$ cat src/shared/dcm_pkg.sv
package dcm_pkg;
    // ---------------------------------------------------------------
    // register map (byte addresses)
    // ---------------------------------------------------------------
    localparam logic [7:0] DCM_OFF_CTRL    = 8'h00;
    localparam logic [7:0] DCM_OFF_DISC    = 8'h04;
    localparam logic [7:0] DCM_OFF_STATUS  = 8'h08;
    localparam logic [7:0] DCM_OFF_IRQ_ST  = 8'h0C;
    localparam logic [7:0] DCM_OFF_IRQ_EN  = 8'h10;
    localparam logic [7:0] DCM_OFF_IRQ_CLR = 8'h14;
    localparam logic [7:0] DCM_OFF_SCAN    = 8'h18;

    // ctrl fields
    localparam int DCM_CTRL_MODE_LSB = 0;
    localparam int DCM_CTRL_MODE_W   = 3;
    localparam int DCM_CTRL_RUN_BIT  = 4;

    // status fields
    localparam int DCM_ST_ENABLE_BIT = 0;
    localparam int DCM_ST_DERR_BIT   = 1;
    localparam int DCM_ST_FAULT_BIT  = 2;
    localparam int DCM_ST_TIMING_BIT = 3;
    localparam int DCM_ST_ARM_BIT    = 4;

    // interrupt event bits
    localparam int DCM_EV_DERR  = 0;
    localparam int DCM_EV_CLEAR = 1;
    localparam int DCM_EV_EDGE  = 2;
    localparam int DCM_EV_W     = 3;

    // ---------------------------------------------------------------
    // input type
    // ---------------------------------------------------------------
    typedef enum logic [2:0] {
        DCM_SINGLE   = 3'h0,
        DCM_DUAL_EQ  = 3'h1,
        DCM_DUAL_CP  = 3'h2,
        DCM_DUAL_EQ2 = 3'h3,
        DCM_DUAL_CP2 = 3'h4
    } dcm_mode_e;

    typedef enum logic [1:0] {
        DCM_INACTIVE = 2'h0,
        DCM_ACTIVE   = 2'h1,
        DCM_DISCREP  = 2'h2
    } dcm_pair_e;

    // ---------------------------------------------------------------
    // timing
    // ---------------------------------------------------------------
    localparam int  DCM_CLK_HZ         = 250_000_000;
    localparam int  DCM_STEP_MS        = 10;
    localparam int  DCM_DISC_MAX_MS    = 30_000;
    localparam int  DCM_DISC_DEF_MS    = 30;
    localparam int  DCM_DISC_W         = 12;
    localparam logic [DCM_DISC_W-1:0] DCM_DISC_DEF_STEPS =
        DCM_DISC_W'(DCM_DISC_DEF_MS / DCM_STEP_MS);
    localparam logic [DCM_DISC_W-1:0] DCM_DISC_MAX_STEPS =
        DCM_DISC_W'(DCM_DISC_MAX_MS / DCM_STEP_MS);
    // default scan period in ms
    localparam int  DCM_SCAN_MS        = 4;
    localparam longint DCM_SCAN_CYC    =
        (longint'(DCM_CLK_HZ) / 1000) * DCM_SCAN_MS;
    localparam int  DCM_RESET_W        = 2;

    // classify a pair by input type
    function automatic dcm_pair_e dcm_classify(input logic nc, input logic b,
                                               input logic cp);
        logic act;
        logic inact;
        act   = cp ? (nc & ~b) : (nc & b);
        inact = cp ? (~nc & b) : (~nc & ~b);
        if (act)
            return DCM_ACTIVE;
        else if (inact)
            return DCM_INACTIVE;
        return DCM_DISCREP;
    endfunction
endpackage

$ cat src/core/dcm_monitor.sv
// The implementer's own choices: the address map and the AXI4-Lite register port.
`timescale 1ns/1ns
module dcm_monitor
    import dcm_pkg::*;
#(
    parameter int SCAN_W = 32,
    parameter int TW     = 16
) (
    input  wire logic        aclk,
    input  wire logic        aresetn,
    input  wire logic [3:0]  safety_in,
    output logic             out_enable_q,
    output logic             disc_error_q,
    output logic             fault_present_q,
    output logic             irq_q,
    input  wire logic [7:0]  s_axi_awaddr,
    input  wire logic        s_axi_awvalid,
    output logic             s_axi_awready,
    input  wire logic [31:0] s_axi_wdata,
    input  wire logic [3:0]  s_axi_wstrb,
    input  wire logic        s_axi_wvalid,
    output logic             s_axi_wready,
    output logic [1:0]       s_axi_bresp,
    output logic             s_axi_bvalid,
    input  wire logic        s_axi_bready,
    input  wire logic [7:0]  s_axi_araddr,
    input  wire logic        s_axi_arvalid,
    output logic             s_axi_arready,
    output logic [31:0]      s_axi_rdata,
    output logic [1:0]       s_axi_rresp,
    output logic             s_axi_rvalid,
    input  wire logic        s_axi_rready
);
    localparam logic [1:0] RESP_OK  = 2'h0;
    localparam logic [1:0] RESP_ERR = 2'h2;

    // ---------------------------------------------------------------
    // registers
    // ---------------------------------------------------------------
    logic [DCM_CTRL_MODE_W-1:0] mode_q;
    logic                       run_q;
    logic [DCM_DISC_W-1:0]      disc_q;
    logic [SCAN_W-1:0]          scan_q;
    logic [DCM_EV_W-1:0]        ist_q;
    logic [DCM_EV_W-1:0]        ien_q;
    logic [7:0]                 awaddr_q;
    logic [31:0]                wdata_q;
    logic [3:0]                 wstrb_q;
    logic                       aw_have_q;
    logic                       w_have_q;
    logic                       wr_go;
    logic [DCM_EV_W-1:0]        clr_w;
    logic [DCM_EV_W-1:0]        ev;

    // ---------------------------------------------------------------
    // evaluation state
    // ---------------------------------------------------------------
    logic                       tick;
    logic [3:0]                 in_q;
    logic                       started_q;
    logic                       run_seen_q;
    logic                       idle_seen_q;
    logic                       act_seen_q;
    logic [1:0]                 timing_q;
    logic [1:0]                 expired;
    logic [1:0]                 restart;
    dcm_pair_e                  cls [2];
    dcm_mode_e                  mode;
    logic                       dual;
    logic                       two;
    logic                       cp;
    logic                       err_set;
    logic                       err_clr;
    logic                       all_inactive;
    logic                       all_active;
    logic                       any_discrep;
    logic                       en_raw;
    logic [TW-1:0]              limit;

    assign mode = dcm_mode_e'(mode_q);
    assign dual = (mode != DCM_SINGLE);
    assign two  = (mode == DCM_DUAL_EQ2) || (mode == DCM_DUAL_CP2);
    assign cp   = (mode == DCM_DUAL_CP) || (mode == DCM_DUAL_CP2);
    assign limit = TW'(disc_q);

    dcm_scan_tick #(.CW(SCAN_W)) u_tick (
        .aclk    (aclk),
        .aresetn (aresetn),
        .period  (scan_q),
        .tick    (tick)
    );

    // ---------------------------------------------------------------
    // pair classification and enable decode
    // ---------------------------------------------------------------
    always_comb
    begin
        cls[0] = dcm_classify(safety_in[0], safety_in[1], cp);
        cls[1] = two ? dcm_classify(safety_in[2], safety_in[3], cp) : DCM_INACTIVE;
        all_active   = (cls[0] == DCM_ACTIVE) && (!two || cls[1] == DCM_ACTIVE);
        all_inactive = (cls[0] == DCM_INACTIVE) && (cls[1] == DCM_INACTIVE);
        any_discrep  = (cls[0] == DCM_DISCREP) || (cls[1] == DCM_DISCREP);
        unique case (mode)
            DCM_SINGLE:   en_raw = safety_in[0];
            DCM_DUAL_EQ:  en_raw = safety_in[0] & safety_in[1];
            DCM_DUAL_CP:  en_raw = safety_in[0] & ~safety_in[1];
            DCM_DUAL_EQ2: en_raw = &safety_in;
            DCM_DUAL_CP2: en_raw = (safety_in == 4'b0101);
            default:      en_raw = 1'b0;
        endcase
    end

    // ---------------------------------------------------------------
    // discrepancy timers, one per pair
    // ---------------------------------------------------------------
    for (genvar p = 0; p < 2; p++)
    begin : g_pair
        logic disc_now;
        assign disc_now  = (cls[p] == DCM_DISCREP);
        // timer starts when pair turns discrepant, runs while it stays so
        assign restart[p] = tick && disc_now && !timing_q[p];
        dcm_pair_timer #(.TW(TW)) u_tmr (
            .aclk    (aclk),
            .aresetn (aresetn),
            .tick    (tick),
            .restart (restart[p]),
            .running (timing_q[p]),
            .limit   (limit),
            .expired (expired[p]),
            .elapsed ()
        );
        always_ff @(posedge aclk)
        begin
            if (!aresetn || !dual || disc_q == '0)
                timing_q[p] <= 1'b0;
            else if (tick && !disc_now)
                timing_q[p] <= 1'b0;
            else if (tick && disc_now)
                timing_q[p] <= 1'b1;
        end
    end

    // expiry with partner still unchanged; a scan that resolves the pair wins
    // flag once only, else the sticky event could never be cleared
    assign err_set = tick && dual && (disc_q != '0) && !disc_error_q
                     && ((expired[0] && cls[0] == DCM_DISCREP)
                      || (expired[1] && cls[1] == DCM_DISCREP));

    // ---------------------------------------------------------------
    // error release sequence
    // ---------------------------------------------------------------
    always_ff @(posedge aclk)
    begin
        if (!aresetn)
        begin
            in_q      <= '0;
            started_q <= 1'b0;
        end
        else if (tick)
        begin
            in_q      <= safety_in;
            started_q <= run_q;
        end
    end

    always_ff @(posedge aclk)
    begin
        if (!aresetn || !disc_error_q)
        begin
            act_seen_q  <= 1'b0;
            idle_seen_q <= 1'b0;
            run_seen_q  <= 1'b0;
        end
        else
        begin
            if (tick && all_active && !any_discrep)
                act_seen_q <= 1'b1;
            if (!run_q)
                idle_seen_q <= 1'b1;
            if (idle_seen_q && run_q)
                run_seen_q <= 1'b1;
        end
    end

    assign err_clr = tick && act_seen_q && all_inactive && run_seen_q;

    always_ff @(posedge aclk)
    begin
        if (!aresetn)
        begin
            disc_error_q    <= 1'b0;
            fault_present_q <= 1'b0;
        end
        else if (err_set)
        begin
            disc_error_q    <= 1'b1;
            fault_present_q <= 1'b1;
        end
        else if (err_clr)
        begin
            disc_error_q    <= 1'b0;
            fault_present_q <= 1'b0;
        end
    end

    always_ff @(posedge aclk)
    begin
        if (!aresetn)
            out_enable_q <= 1'b0;
        else if (tick)
            out_enable_q <= run_q && en_raw && !disc_error_q && !err_set;
    end

    // ---------------------------------------------------------------
    // interrupts
    // ---------------------------------------------------------------
    assign ev[DCM_EV_DERR]  = err_set;
    assign ev[DCM_EV_CLEAR] = err_clr && disc_error_q;
    assign ev[DCM_EV_EDGE]  = tick && (safety_in != in_q);

    always_ff @(posedge aclk)
    begin
        if (!aresetn)
            ist_q <= '0;
        else
            ist_q <= (ist_q & ~clr_w) | ev;   // set beats clear
    end

    always_ff @(posedge aclk)
    begin
        if (!aresetn)
            irq_q <= 1'b0;
        else
            irq_q <= |(ist_q & ien_q);
    end

    // ---------------------------------------------------------------
    // axi4-lite write
    // ---------------------------------------------------------------
    assign wr_go = aw_have_q && w_have_q && !s_axi_bvalid;
    assign clr_w = (wr_go && awaddr_q == DCM_OFF_IRQ_CLR && wstrb_q[0])
                   ? wdata_q[DCM_EV_W-1:0] : '0;

    always_ff @(posedge aclk)
    begin
        if (!aresetn)
        begin
            aw_have_q     <= 1'b0;
            w_have_q      <= 1'b0;
            s_axi_awready <= 1'b0;
            s_axi_wready  <= 1'b0;
            awaddr_q      <= '0;
            wdata_q       <= '0;
            wstrb_q       <= '0;
        end
        else
        begin
            s_axi_awready <= !aw_have_q && !s_axi_awready;
            s_axi_wready  <= !w_have_q && !s_axi_wready;
            if (s_axi_awvalid && s_axi_awready)
            begin
                aw_have_q <= 1'b1;
                awaddr_q  <= s_axi_awaddr;
                s_axi_awready <= 1'b0;
            end
            if (s_axi_wvalid && s_axi_wready)
            begin
                w_have_q <= 1'b1;
                wdata_q  <= s_axi_wdata;
                wstrb_q  <= s_axi_wstrb;
                s_axi_wready <= 1'b0;
            end
            if (wr_go)
            begin
                aw_have_q <= 1'b0;
                w_have_q  <= 1'b0;
            end
        end
    end

    always_ff @(posedge aclk)
    begin
        if (!aresetn)
        begin
            s_axi_bvalid <= 1'b0;
            s_axi_bresp  <= RESP_OK;
        end
        else if (wr_go)
        begin
            s_axi_bvalid <= 1'b1;
            unique case (awaddr_q)
                DCM_OFF_CTRL, DCM_OFF_DISC, DCM_OFF_IRQ_EN,
                DCM_OFF_IRQ_CLR, DCM_OFF_SCAN: s_axi_bresp <= RESP_OK;
                default:                       s_axi_bresp <= RESP_ERR;
            endcase
        end
        else if (s_axi_bready)
            s_axi_bvalid <= 1'b0;
    end

    always_ff @(posedge aclk)
    begin
        if (!aresetn)
        begin
            mode_q <= DCM_CTRL_MODE_W'(DCM_SINGLE);
            run_q  <= 1'b0;
            disc_q <= DCM_DISC_DEF_STEPS;
            ien_q  <= '0;
            scan_q <= SCAN_W'(DCM_SCAN_CYC);
        end
        else if (wr_go && wstrb_q[0])
        begin
            unique case (awaddr_q)
                DCM_OFF_CTRL:
                begin
                    if (wdata_q[DCM_CTRL_MODE_W-1:0] <= DCM_CTRL_MODE_W'(DCM_DUAL_CP2))
                        mode_q <= wdata_q[DCM_CTRL_MODE_W-1:0];
                    run_q <= wdata_q[DCM_CTRL_RUN_BIT];
                end
                DCM_OFF_DISC:
                    if (wdata_q[DCM_DISC_W-1:0] <= DCM_DISC_MAX_STEPS)
                        disc_q <= wdata_q[DCM_DISC_W-1:0];
                DCM_OFF_IRQ_EN: ien_q  <= wdata_q[DCM_EV_W-1:0];
                DCM_OFF_SCAN:   scan_q <= wdata_q[SCAN_W-1:0];
                default:        ;
            endcase
        end
    end

    // ---------------------------------------------------------------
    // axi4-lite read
    // ---------------------------------------------------------------
    always_ff @(posedge aclk)
    begin
        if (!aresetn)
        begin
            s_axi_arready <= 1'b0;
            s_axi_rvalid  <= 1'b0;
            s_axi_rdata   <= '0;
            s_axi_rresp   <= RESP_OK;
        end
        else if (s_axi_rvalid)
        begin
            if (s_axi_rready)
                s_axi_rvalid <= 1'b0;
        end
        else if (s_axi_arvalid && s_axi_arready)
        begin
            s_axi_arready <= 1'b0;
            s_axi_rvalid  <= 1'b1;
            s_axi_rresp   <= RESP_OK;
            s_axi_rdata   <= '0;
            unique case (s_axi_araddr)
                DCM_OFF_CTRL:
                    s_axi_rdata <= {27'h000_0000, run_q, 1'b0, mode_q};
                DCM_OFF_DISC:    s_axi_rdata <= 32'(disc_q);
                DCM_OFF_STATUS:
                    s_axi_rdata <= {27'h000_0000, started_q, |timing_q,
                                    fault_present_q, disc_error_q, out_enable_q};
                DCM_OFF_IRQ_ST:  s_axi_rdata <= 32'(ist_q);
                DCM_OFF_IRQ_EN:  s_axi_rdata <= 32'(ien_q);
                DCM_OFF_IRQ_CLR: s_axi_rdata <= '0;
                DCM_OFF_SCAN:    s_axi_rdata <= 32'(scan_q);
                default:         s_axi_rresp <= RESP_ERR;
            endcase
        end
        else
            s_axi_arready <= 1'b1;
    end
endmodule // dcm_monitor

$ cat src/core/dcm_pair_timer.sv
`timescale 1ns/1ns
module dcm_pair_timer
    import dcm_pkg::*;
#(
    parameter int TW = 16
) (
    input  wire logic          aclk,
    input  wire logic          aresetn,
    input  wire logic          tick,
    input  wire logic          restart,
    input  wire logic          running,
    input  wire logic [TW-1:0] limit,
    output logic               expired,
    output logic [TW-1:0]      elapsed
);
    // ---------------------------------------------------------------
    // discrepancy timer in scan units
    // ---------------------------------------------------------------
    always_ff @(posedge aclk)
    begin
        if (!aresetn || restart || !running)
            elapsed <= '0;
        else if (tick && elapsed != {TW{1'b1}})
            elapsed <= elapsed + TW'(1);
    end

    // expiry once elapsed exceeds the setting: lands in (set, set+step]
    assign expired = running && (elapsed > limit);
endmodule // dcm_pair_timer

$ cat src/core/dcm_scan_tick.sv
`timescale 1ns/1ns
module dcm_scan_tick
    import dcm_pkg::*;
#(
    parameter int CW = 32
) (
    input  wire logic          aclk,
    input  wire logic          aresetn,
    input  wire logic [CW-1:0] period,
    output logic               tick
);
    logic [CW-1:0] cnt_q;

    // ---------------------------------------------------------------
    // scan cycle divider
    // ---------------------------------------------------------------
    always_ff @(posedge aclk)
    begin
        if (!aresetn)
        begin
            cnt_q <= '0;
            tick  <= 1'b0;
        end
        else if (cnt_q + CW'(1) >= period)
        begin
            cnt_q <= '0;
            tick  <= 1'b1;
        end
        else
        begin
            cnt_q <= cnt_q + CW'(1);
            tick  <= 1'b0;
        end
    end
endmodule // dcm_scan_tick

$ cat config.mk
export PLATFORM = sky130hd
export DESIGN_NAME = dcm_monitor
export DESIGN_NICKNAME = d
export VERILOG_FILES = /design/src/shared/dcm_pkg.sv /design/src/core/dcm_monitor.sv /design/src/core/dcm_pair_timer.sv /design/src/core/dcm_scan_tick.sv
export SDC_FILE = /design/constraint.sdc
export NUM_CORES = 1
export LEC_CHECK = 0
export BUFFER_PORTS_ARGS = -buffer_cell sky130_fd_sc_hd__buf_2
export CELL_PAD_IN_SITES_DETAIL_PLACEMENT = 0
export CELL_PAD_IN_SITES_GLOBAL_PLACEMENT = 1
export CORE_UTILIZATION = 45
export DETAILED_ROUTE_END_ITERATION = 6
export PLACE_DENSITY = 0.85
export SLEW_MARGIN = 20
export SYNTH_ARGS = -nofsm -noshare
export SYNTH_HDL_FRONTEND = slang
export SYNTH_SLANG_ARGS = --single-unit
$ cat constraint.sdc
create_clock -name aclk -period 4.2 [get_ports aclk]
set_input_delay 0.42 -clock aclk [delete_from_list [all_inputs] [get_ports aclk]]
set_output_delay 0.42 -clock aclk [all_outputs]
set_load 0.005 [all_outputs]
==> results of run 1 <==
kinds of logic after synthesis:
kind of cell               count (synthesis)
buffers and inverters                    124
adders and majority gates                 59
other                                      1
xor gates and xnor gates                  56
muxes                                     24
DFF                                      214
and+or+nand+nor                          481
AOI/OAI and AO/OA                        238
cell usage after synthesis (all sizes together) (31+ instances only):
master / instances
dfxtp: 214
nand4: 31
a21oi: 112
nand3: 40
inv: 60
o21ai: 32
clkbuf: 51
nor2: 57
nand2: 213
xnor2: 46
ha: 59
nor3b: 35
final cells by class:
class | count | area, sq um
clock buffer | 33 | 696
multi-input combinational | 860 | 5420
sequential | 214 | 4280
inverter | 61 | 229
tap | 280 | 350
fill | 2094 | 10300
clock inverter | 10 | 155
timing repair buffer | 115 | 608
layout by cell type, fill, tap and decap left out, types with 6 or more instances in the layout:
master     netlist  layout
clkbuf_16        0      25
xnor2_1         46      46
and3_1           7       7
nor3b_1         33      33
inv_1           59      59
nor2b_1          8       8
dfxtp_1        214     214
a22o_1          21      21
nor4_1          12      12
buf_4            5      13
ha_1            59      59
buf_2            5     102
o21ai_0         32      32
nand2_1        212     212
a22oi_1          8       8
and4_1          10      10
a21oi_1        112     112
nand3_1         40      39
nor3_1          29      29
a31oi_1          6       6
mux2i_1         22      22
nand2b_1         6       6
or3_1           10      10
nor2_1          57      56
o21a_1           7       7
nand4_1         31      31
o211ai_1        15      15
xor2_1           9       9
worst paths after layout:
path	start	to
worst max-delay path	u_tick.cnt_q[2]	u_tick.tick
worst min-delay path	s_axi_wdata[3]	wdata_q[3]
worst max register to register	u_tick.cnt_q[2]	u_tick.tick
worst min register to register	wdata_q[20]	scan_q[20]
registers in the layout, indices dropped and copies added (netlist names), 2 cells and up:
| name | cells |
|---|---|
| in_q | 4 |
| ien_q | 3 |
| disc_q | 12 |
| scan_q | 32 |
| g_pair.u_tmr.elapsed | 32 |
| s_axi_rdata | 32 |
| u_tick.cnt_q | 32 |
| wdata_q | 32 |
| awaddr_q | 8 |
| ist_q | 3 |
| timing_q | 2 |
| mode | 3 |
stage by stage:
step / setup slack (ps) / power, uW / std cells
2_1_floorplan: 1050 / 2230 / 1198
3_3_place_gp: 766 / 2300 / 1530
3_5_place_dp: 719 / 2310 / 1530
4_1_cts: 699 / 4550 / 1573
5_1_grt: 400 / 4670 / 1573
6_report: 707 / 4510 / 1573
critical path: stages, from the launching register on:
cell and delay (ps):
dfxtp_1 400, nand4_1 190, nor4_2 450, buf_4 250, nand4_1 120, xnor2_1 240, ha_1 280, and4_1 220
a31oi_1 180, o21ai_0 110, o311a_1 460, buf_4 280, o21a_1 210
routing by layer:
metal	part of all wire	global-route usage	vias up
met5	0	0	-
met4	0.013	0.0481	0
met3	0.057	0.0390	21
met2	0.43	0.338	231
met1	0.50	0.314	4016
li1	-	-	4377
power groups by stage:
stage / sequential (uW) / clock, uW / combinational [uW]
3_3_place_gp: 2130 / 0 / 175
4_1_cts: 2090 / 2290 / 177
3_5_place_dp: 2130 / 0 / 176
6_report: 2090 / 2250 / 177
5_1_grt: 2090 / 2380 / 198
2_1_floorplan: 2120 / 0 / 116
==> results.json, run 1 <==
{
  "clkPwrFrac": 0.498,
  "hold_depth": 3,
  "io_pins": 108,
  "async_flop_share": 0,
  "min_path_type": "in -> reg",
  "cellPowerDensity_mw_per_mm2": 384,
  "p_seq_frac": 0.463,
  "post-route-period-util": 0.832,
  "grt-ovfl-total": 0,
  "r2r_slack_ps": 710,
  "drc": 0,
  "postCtsHoldBufs": 0,
  "synth_xor_area_frac": 0.0496,
  "ys_ff_latch": 214,
  "synthCells": 1197,
  "drtAntennaViolNets": 0,
  "syn_avg_cell_area_sq_um": 8.51,
  "layout-drive-gt1-share": 0.133,
  "intPower_uw": 3530,
  "yosysWarnings": 0,
  "final.min_clock_period_ps": 3490,
  "cts_root_buf": "clkbuf_16",
  "syn-cell-area_sq_mm": 0.0102,
  "cp_data_arrival_time_ps": 3910,
  "fin_tns_setup_ps": 0,
  "rsz0062_at_grt": "false",
  "switching_share": 0.218,
  "status": "finished clean",
  "clock_latency_ps": 520,
  "post_drt_wl_per_cell_microns": 15.9,
  "synthDistinctLibCells": 72,
  "synth_area_leaders": "dfxtp_1 (42%), nand2_1 (7.8%), ha_1 (7.2%), a21oi_1 (5.5%), xnor2_1 (4.0%)",
  "dr.first_iter.drc_count": 563,
  "clkSlewWorstSetupHoldPaths_ps": 60,
  "place_area_sq_mm": 0.0109,
  "hold_slack_ps": 142,
  "cts_setup_buffers": 0,
  "area_delta_synth_final_pct": 15.3,
  "grt_pass1_vias": 8247,
  "drv_slew": 0,
  "start_util": 0.463,
  "routed_via_density": 5.50,
  "yosysTopAreaCell": "dfxtp_1",
  "grt_start_max_net_pins": 89,
  "antenna_cells": 0,
  "h-tree-depth": 1,
  "p_comb_frac": 0.039,
  "design.core.area_sq_mm": 0.0220,
  "cts_buffer_depth": 3,
  "ff2ff_path_depth": 12,
  "wirelength_microns": 25000,
  "grt_pass1_wl_microns": 41900,
  "peakVddDrop_v": 0.000247,
  "cp.required_ps": 4610,
  "cap_violations": 0,
  "final_util": 0.533,
  "synth_compound_area_frac": 0.147,
  "ys_seq_area_frac": 0.420,
  "route.vias.total": 8645,
  "synth_top_family_by_area": "simple AND/OR/NAND/NOR gates",
  "end_kind": "flop",
  "die-area_sq_mm": 0.0233,
  "p_leak_uw": 0.00442,
  "worst_pin_slew_ps": 954,
  "crit_fanout": 27,
  "port_buffers": 102,
  "final_area_sq_mm": 0.0117,
  "synth_flop_cell": "dfxtp_1",
  "max_freq_mhz": 286,
  "die_x_microns": 152,
  "rows": 54,
  "synth_edf_count": 0,
  "dp_hpwl_microns": 17600,
  "setup_viol": 0,
  "skew_ps": 15.0,
  "finalHoldViolCount": 0,
  "netlist.area_leader.share": 0.420,
  "antenna_found_initial": 0,
  "critical_path_class": "reg -> reg",
  "slew_headroom": 0.364,
  "drtPass1Iterations": 7,
  "track_usage": 0.218,
  "cts_tree": "yes",
  "final_nets": 1399,
  "p_sw_uw": 985,
  "gp_congestion": 0.820,
  "cts_buffers": 25,
  "synthAdderAreaFrac": 0.0724,
  "synth-simple-area-share": 0.235,
  "cts_resized": 0,
  "startpoint_type": "flop",
  "die_h_microns": 152,
  "clock_sinks": 214,
  "synthMuxAreaShare": 0.0260
}
Note: power is estimated with default switching activity, not from simulation.
==> inputs of run 2 (changes only) <==
==> constraint.sdc (replaced) <==
create_clock -name aclk -period 3.5 [get_ports aclk]
set_input_delay 0.35 -clock aclk [delete_from_list [all_inputs] [get_ports aclk]]
set_output_delay 0.35 -clock aclk [all_outputs]
set_load 0.005 [all_outputs]
==> run 2 against run 1 <==
Net effect:
- the run now ends with design-rule violations left
- first-iteration DRC count up 0.18%
- critical path depth unchanged
- utilization decreased by 0.085 points
- maximum frequency increased by 12%
- worst setup slack worse by 320 ps
- critical path type unchanged
- routed wire length increased by 1.5%
- non-clock buffer count is 7 higher
- cell count rose by 0.38%
==> results.json, run 2 (synthesis gave the netlist of run 1 again) <==
{
  "status": "complete, but fails checks",
  "violations": "design-rule violations",
  "p_sw_uw": 1190,
  "cap_violations": 0,
  "dp_hpwl_microns": 18000,
  "critical-path-max-stage-delay_ps": 410,
  "placedCellCount": 1537,
  "intPower_uw": 4010,
  "wirelength_microns": 25400,
  "route.vias.total": 8749,
  "drc": 3,
  "place_area_sq_mm": 0.0109,
  "hold_depth": 3,
  "grt_pass1_wl_microns": 42400,
  "rows": 54,
  "cp.required_ps": 3940,
  "layout_common_cells": "dfxtp_1 (214), nand2_1 (212), a21oi_1 (112)",
  "finalNonFillerCells": 1579,
  "track_usage": 0.221,
  "area_delta_synth_final_pct": 15.1,
  "antenna_found_initial": 0,
  "h-tree-depth": 1,
  "grt_pass1_vias": 8297,
  "ff2ff_path_depth": 12,
  "final_area_sq_mm": 0.0117,
  "die_h_microns": 152,
  "cts_buffer_depth": 3,
  "cts_root_buf": "clkbuf_16",
  "slew_headroom": 0.274,
  "die-area_sq_mm": 0.0233,
  "rsz0062_at_grt": "false",
  "hold_slack_ps": 58.1,
  "switching_share": 0.229,
  "antenna_cells": 0,
  "worst_pin_slew_ps": 1080,
  "critical_path_class": "reg -> reg",
  "p_leak_uw": 0.00443,
  "min_path_type": "in -> reg",
  "dr.first_iter.drc_count": 564,
  "layout-drive-gt1-share": 0.137,
  "end_kind": "flop",
  "path_buf_inv": 2,
  "cellPowerDensity_mw_per_mm2": 444,
  "cts_buffers": 24,
  "p_seq_frac": 0.481,
  "r2r_slack_ps": 390,
  "finalHoldViolCount": 0,
  "die_x_microns": 152,
  "skew_ps": 8.00,
  "setup_viol": 0,
  "max_freq_mhz": 322,
  "clkSlewWorstSetupHoldPaths_ps": 60,
  "port_buffers": 102,
  "clkPwrFrac": 0.478,
  "grt-ovfl-total": 0,
  "post_drt_wl_per_cell_microns": 16.1,
  "clock_sinks": 214,
  "cts_tree": "yes",
  "peakVddDrop_v": 0.000391,
  "grt_start_max_net_pins": 50,
  "start_util": 0.463,
  "drtPass1Iterations": 7,
  "drv_slew": 0,
  "startpoint_type": "flop",
  "final_nets": 1405,
  "clock_latency_ps": 530,
  "drtAntennaViolNets": 0,
  "final.min_clock_period_ps": 3110,
  "path_cells": "nand4_1 > nor4_2 > buf_4 > nand4_1 > xnor2_1 > ha_1 > and4_1 > a31oi_1 > o21ai_0 > o311a_1 > buf_4 > nor3b_1",
  "postCtsHoldBufs": 0,
  "cp_data_arrival_time_ps": 3550,
  "routed_via_density": 5.54,
  "io_pins": 108,
  "critPathSlowestCell": "dfxtp_1",
  "final_common_cell": "dfxtp_1",
  "design.core.area_sq_mm": 0.0220,
  "p_comb_frac": 0.041,
  "cp_num_cells": 12,
  "fin_tns_setup_ps": 0,
  "post-route-period-util": 0.888,
  "n_fill_cell": 2123,
  "gp_congestion": 0.823,
  "crit_fanout": 20,
  "cpLargestDelayFamily": "simple AND/OR/NAND/NOR gates"
}
## run 2: cell count changes in the layout (fill, tap and decap cells not counted), sizes merged
| cell | before | now |
|---|---|---|
| buf | 115 | 122 |
| bufinv | 4 | 1 |
| clkbuf | 33 | 35 |
| clkinv | 5 | 6 |
| clkinvlp | 2 | 1 |
## run 2: per-layer routing
layer | global-route usage | part of all wire | vias to the layer above
li1 | - | - | 4384
met1 | 0.317 | 0.49 | 4125
met2 | 0.346 | 0.43 | 203
met3 | 0.0361 | 0.058 | 37
met4 | 0.0529 | 0.017 | 0
met5 | 0 | 0 | -
## run 2: area by class of cell
cell class                 instances  area [sq um]  area share
clock buffer                      35           702      0.0599
multi-input combinational        860          5430       0.463
sequential                       214          4280       0.365
timing repair buffer             122           661      0.0563
clock inverter                     7          73.8     0.00629
inverter                          61           229      0.0195
tap                              280           350      0.0299
## run 2: path summary, 6_finish.rpt
check / from / endpoint
max: u_tick.cnt_q[2] / u_tick.cnt_q[13]
min: s_axi_wdata[23] / wdata_q[23]
max reg2reg: u_tick.cnt_q[2] / u_tick.cnt_q[13]
min reg2reg: wdata_q[31] / scan_q[31]
## run 2: timing repair
| item | CTS | global route |
|---|---|---|
| buffers inserted | 0 | 0 |
| endpoints found under the setup margin | 0 | 32 |
| resized for setup | 0 | 3 |
## run 2: power by group through the flow
stage	registers [uW]	logic, uW	clock network, uW
after floorplan	2540	139	0
after global placement	2560	210	0
after detailed placement	2560	213	0
after CTS	2500	214	2530
after global routing	2510	239	2630
final	2500	213	2480
## run 2: worst reg2reg max path, stage by stage, from the launching register on
cell and delay (ps):
dfxtp_1 410, nand4_1 210, nor4_2 280, buf_4 220, nand4_1 130, xnor2_1 250, ha_1 290, and4_1 210
a31oi_1 160, o21ai_0 100, o311a_1 370, buf_4 220, nor3b_1 200
## run 2: metrics by stage
stage | total power, uW | util | worst slack, ps
after floorplan | 2680 | - | 351
after global routing | 5380 | 0.532 | 28.9
after global placement | 2770 | 0.497 | 337
after detailed placement | 2770 | 0.497 | 292
final | 5200 | 0.532 | 391
after CTS | 5250 | 0.532 | 233
==> inputs of run 3 (changes only) <==
--- a/config.mk
+++ b/config.mk
@@ -5,10 +5,11 @@
 export SDC_FILE = /design/constraint.sdc
 export NUM_CORES = 1
 export LEC_CHECK = 0
+export ABC_AREA = 1
 export BUFFER_PORTS_ARGS = -buffer_cell sky130_fd_sc_hd__buf_2
 export CELL_PAD_IN_SITES_DETAIL_PLACEMENT = 0
 export CELL_PAD_IN_SITES_GLOBAL_PLACEMENT = 1
-export CORE_UTILIZATION = 45
+export CORE_UTILIZATION = 43
 export DETAILED_ROUTE_END_ITERATION = 6
 export PLACE_DENSITY = 0.85
 export SLEW_MARGIN = 20
==> run 3 against run 2 <==
Net effect:
- synthesized cell count grew 23%
- maximum frequency fell by 1.1%
- critical path depth is 4 higher
- cell area rose by 4.1%
- sequential share of layout area is 1.4 points lower
- non-clock buffer count shrank 12
- utilization decreased by 3.1 points
- the run now ends clean
- clock-buffer cell count is 1 lower
- sequential cell count stayed put
- first-iteration DRC count up 10%
- clock skew grew 8.5 ps
==> results.json, run 3 <==
{
  "status": "finished clean",
  "cellPowerDensity_mw_per_mm2": 437,
  "r2r_slack_ps": 360,
  "port_buffers": 102,
  "clock_sinks": 214,
  "yosysTopAreaCell": "dfxtp_1",
  "h-tree-depth": 1,
  "finalNonFillerCells": 1907,
  "power.total_uw": 5340,
  "ys_ff_latch": 214,
  "cp_data_arrival_time_ps": 3550,
  "area_delta_synth_final_pct": 14.6,
  "p_leak_uw": 0.00540,
  "rsz0062_at_grt": "false",
  "path_buf_inv": 3,
  "drtPass1Iterations": 5,
  "synthCells": 1476,
  "syn_avg_cell_area_sq_um": 7.22,
  "slew_headroom": 0.407,
  "final_util": 0.502,
  "clock_latency_ps": 540,
  "gp_congestion": 0.873,
  "worst_pin_slew_ps": 887,
  "yosysWarnings": 0,
  "place_area_sq_mm": 0.0114,
  "routed_via_density": 5.04,
  "cts_buffer_depth": 3,
  "final_nets": 1691,
  "synthDistinctLibCells": 48,
  "rows": 57,
  "async_flop_share": 0,
  "critPathSlowestCell": "dfxtp_1",
  "cap_violations": 0,
  "cts_setup_buffers": 0,
  "final_area_sq_mm": 0.0122,
  "track_usage": 0.221,
  "synth_flop_cell": "dfxtp_1",
  "startpoint_type": "flop",
  "grt_start_max_net_pins": 74,
  "final_common_cell": "nand2_1",
  "drc": 0,
  "drtAntennaViolNets": 0,
  "post-route-period-util": 0.898,
  "route.vias.total": 9607,
  "grt_pass1_vias": 8894,
  "wirelength_microns": 27800,
  "postCtsHoldBufs": 0,
  "netlist.area_leader.share": 0.402,
  "die-area_sq_mm": 0.0254,
  "skew_ps": 16.5,
  "min_path_type": "in -> reg",
  "peakVddDrop_v": 0.000307,
  "cts_resized": 0,
  "start_util": 0.438,
  "dr.first_iter.drc_count": 623,
  "grt_pass1_wl_microns": 45600,
  "drv_slew": 0,
  "cp.required_ps": 3910,
  "final.min_clock_period_ps": 3140,
  "fin_tns_setup_ps": 0,
  "die_x_microns": 159,
  "crit_fanout": 32,
  "critical_path_class": "reg -> reg",
  "ys_seq_area_frac": 0.402,
  "ys_top_cells_by_count": "nand2_1 (284), dfxtp_1 (214), nor2_1 (205)",
  "synth_area_leaders": "dfxtp_1 (40%), nand2_1 (10%), nor2_1 (7.2%), ha_1 (6.9%), inv_1 (6.3%)",
  "synth_edf_count": 0,
  "path_cells": "ha_1 > nand2_1 > inv_1 > nand3_4 > or3_1 > xor2_1 > inv_1 > ha_1 > nand2_1 > nor3_1 > nand3_1 > nor2_1 > nand4_1 > nand4_1 > buf_12 > nor2_1",
  "placedCellCount": 1866,
  "post-synth-top-count-cell": "nand2_1",
  "max_freq_mhz": 318,
  "post_drt_wl_per_cell_microns": 14.6,
  "antenna_found_initial": 2,
  "die_h_microns": 159,
  "layout-drive-gt1-share": 0.121,
  "cts_buffers": 25,
  "grt-ovfl-total": 0,
  "io_pins": 108,
  "dp_hpwl_microns": 20600,
  "setup_viol": 0,
  "design.core.area_sq_mm": 0.0243,
  "critical-path-max-stage-delay_ps": 410,
  "clkSlewWorstSetupHoldPaths_ps": 60,
  "syn-cell-area_sq_mm": 0.0107,
  "finalHoldViolCount": 0,
  "cpLargestDelayFamily": "simple AND/OR/NAND/NOR gates",
  "layout_common_cells": "nand2_1 (284), dfxtp_1 (214), nor2_1 (204)",
  "end_kind": "flop",
  "cts_tree": "yes",
  "cts_root_buf": "clkbuf_16"
}
[run 3: metrics by stage]
stage                     setup slack, ps  hold WS (ps)
after floorplan                       815           424
after global placement                430           434
after detailed placement              374           436
after CTS                             352          11.1
after global routing                 60.6          39.5
final                                 357          28.6
[run 3: routing by layer]
layer / vias to the layer above / GRT usage / wire, microns
met5: - / 0 / 0
met4: 0 / 0.0651 / 689
met2: 202 / 0.345 / 11900
met1: 4359 / 0.318 / 14000
li1: 5004 / - / -
met3: 42 / 0.0287 / 1260
[run 3: kinds of logic after synthesis]
logic type               synth area share
AO/OA/AOI/OAI                       0.147
AND/OR/NAND/NOR                     0.266
buffers and inverters              0.0886
flip-flops                          0.402
other                            0.000352
adder cells (fa/ha/maj)            0.0693
XOR/XNOR                           0.0271
[run 3: path summary, 6_finish.rpt]
path | from | endpoint | cells past startpoint
worst min-delay path | s_axi_rready | s_axi_rvalid | 2
worst min register to register | w_have_q | s_axi_wready | 1
worst max-delay path | u_tick.cnt_q[0] | u_tick.cnt_q[7] | 16
worst max register to register | u_tick.cnt_q[0] | u_tick.cnt_q[7] | 16
[run 3: final cells by class]
class | instances | area [sq um]
Fill cell | 2431 | 12100
Multi-Input combinational cell | 1032 | 5430
Sequential cell | 214 | 4280
Clock inverter | 5 | 90.1
Inverter | 186 | 698
Clock buffer | 34 | 709
Timing Repair Buffer | 110 | 583
Tap cell | 324 | 405
Antenna cell | 2 | 5.00
[run 3: report_power, final]
group	switching, uW	total (uW)	internal (uW)	leakage [uW]
sequential	32.5	2520	2480	0.00173
combinational	159	246	86.9	0.00328
clock	1020	2580	1550	0.000395
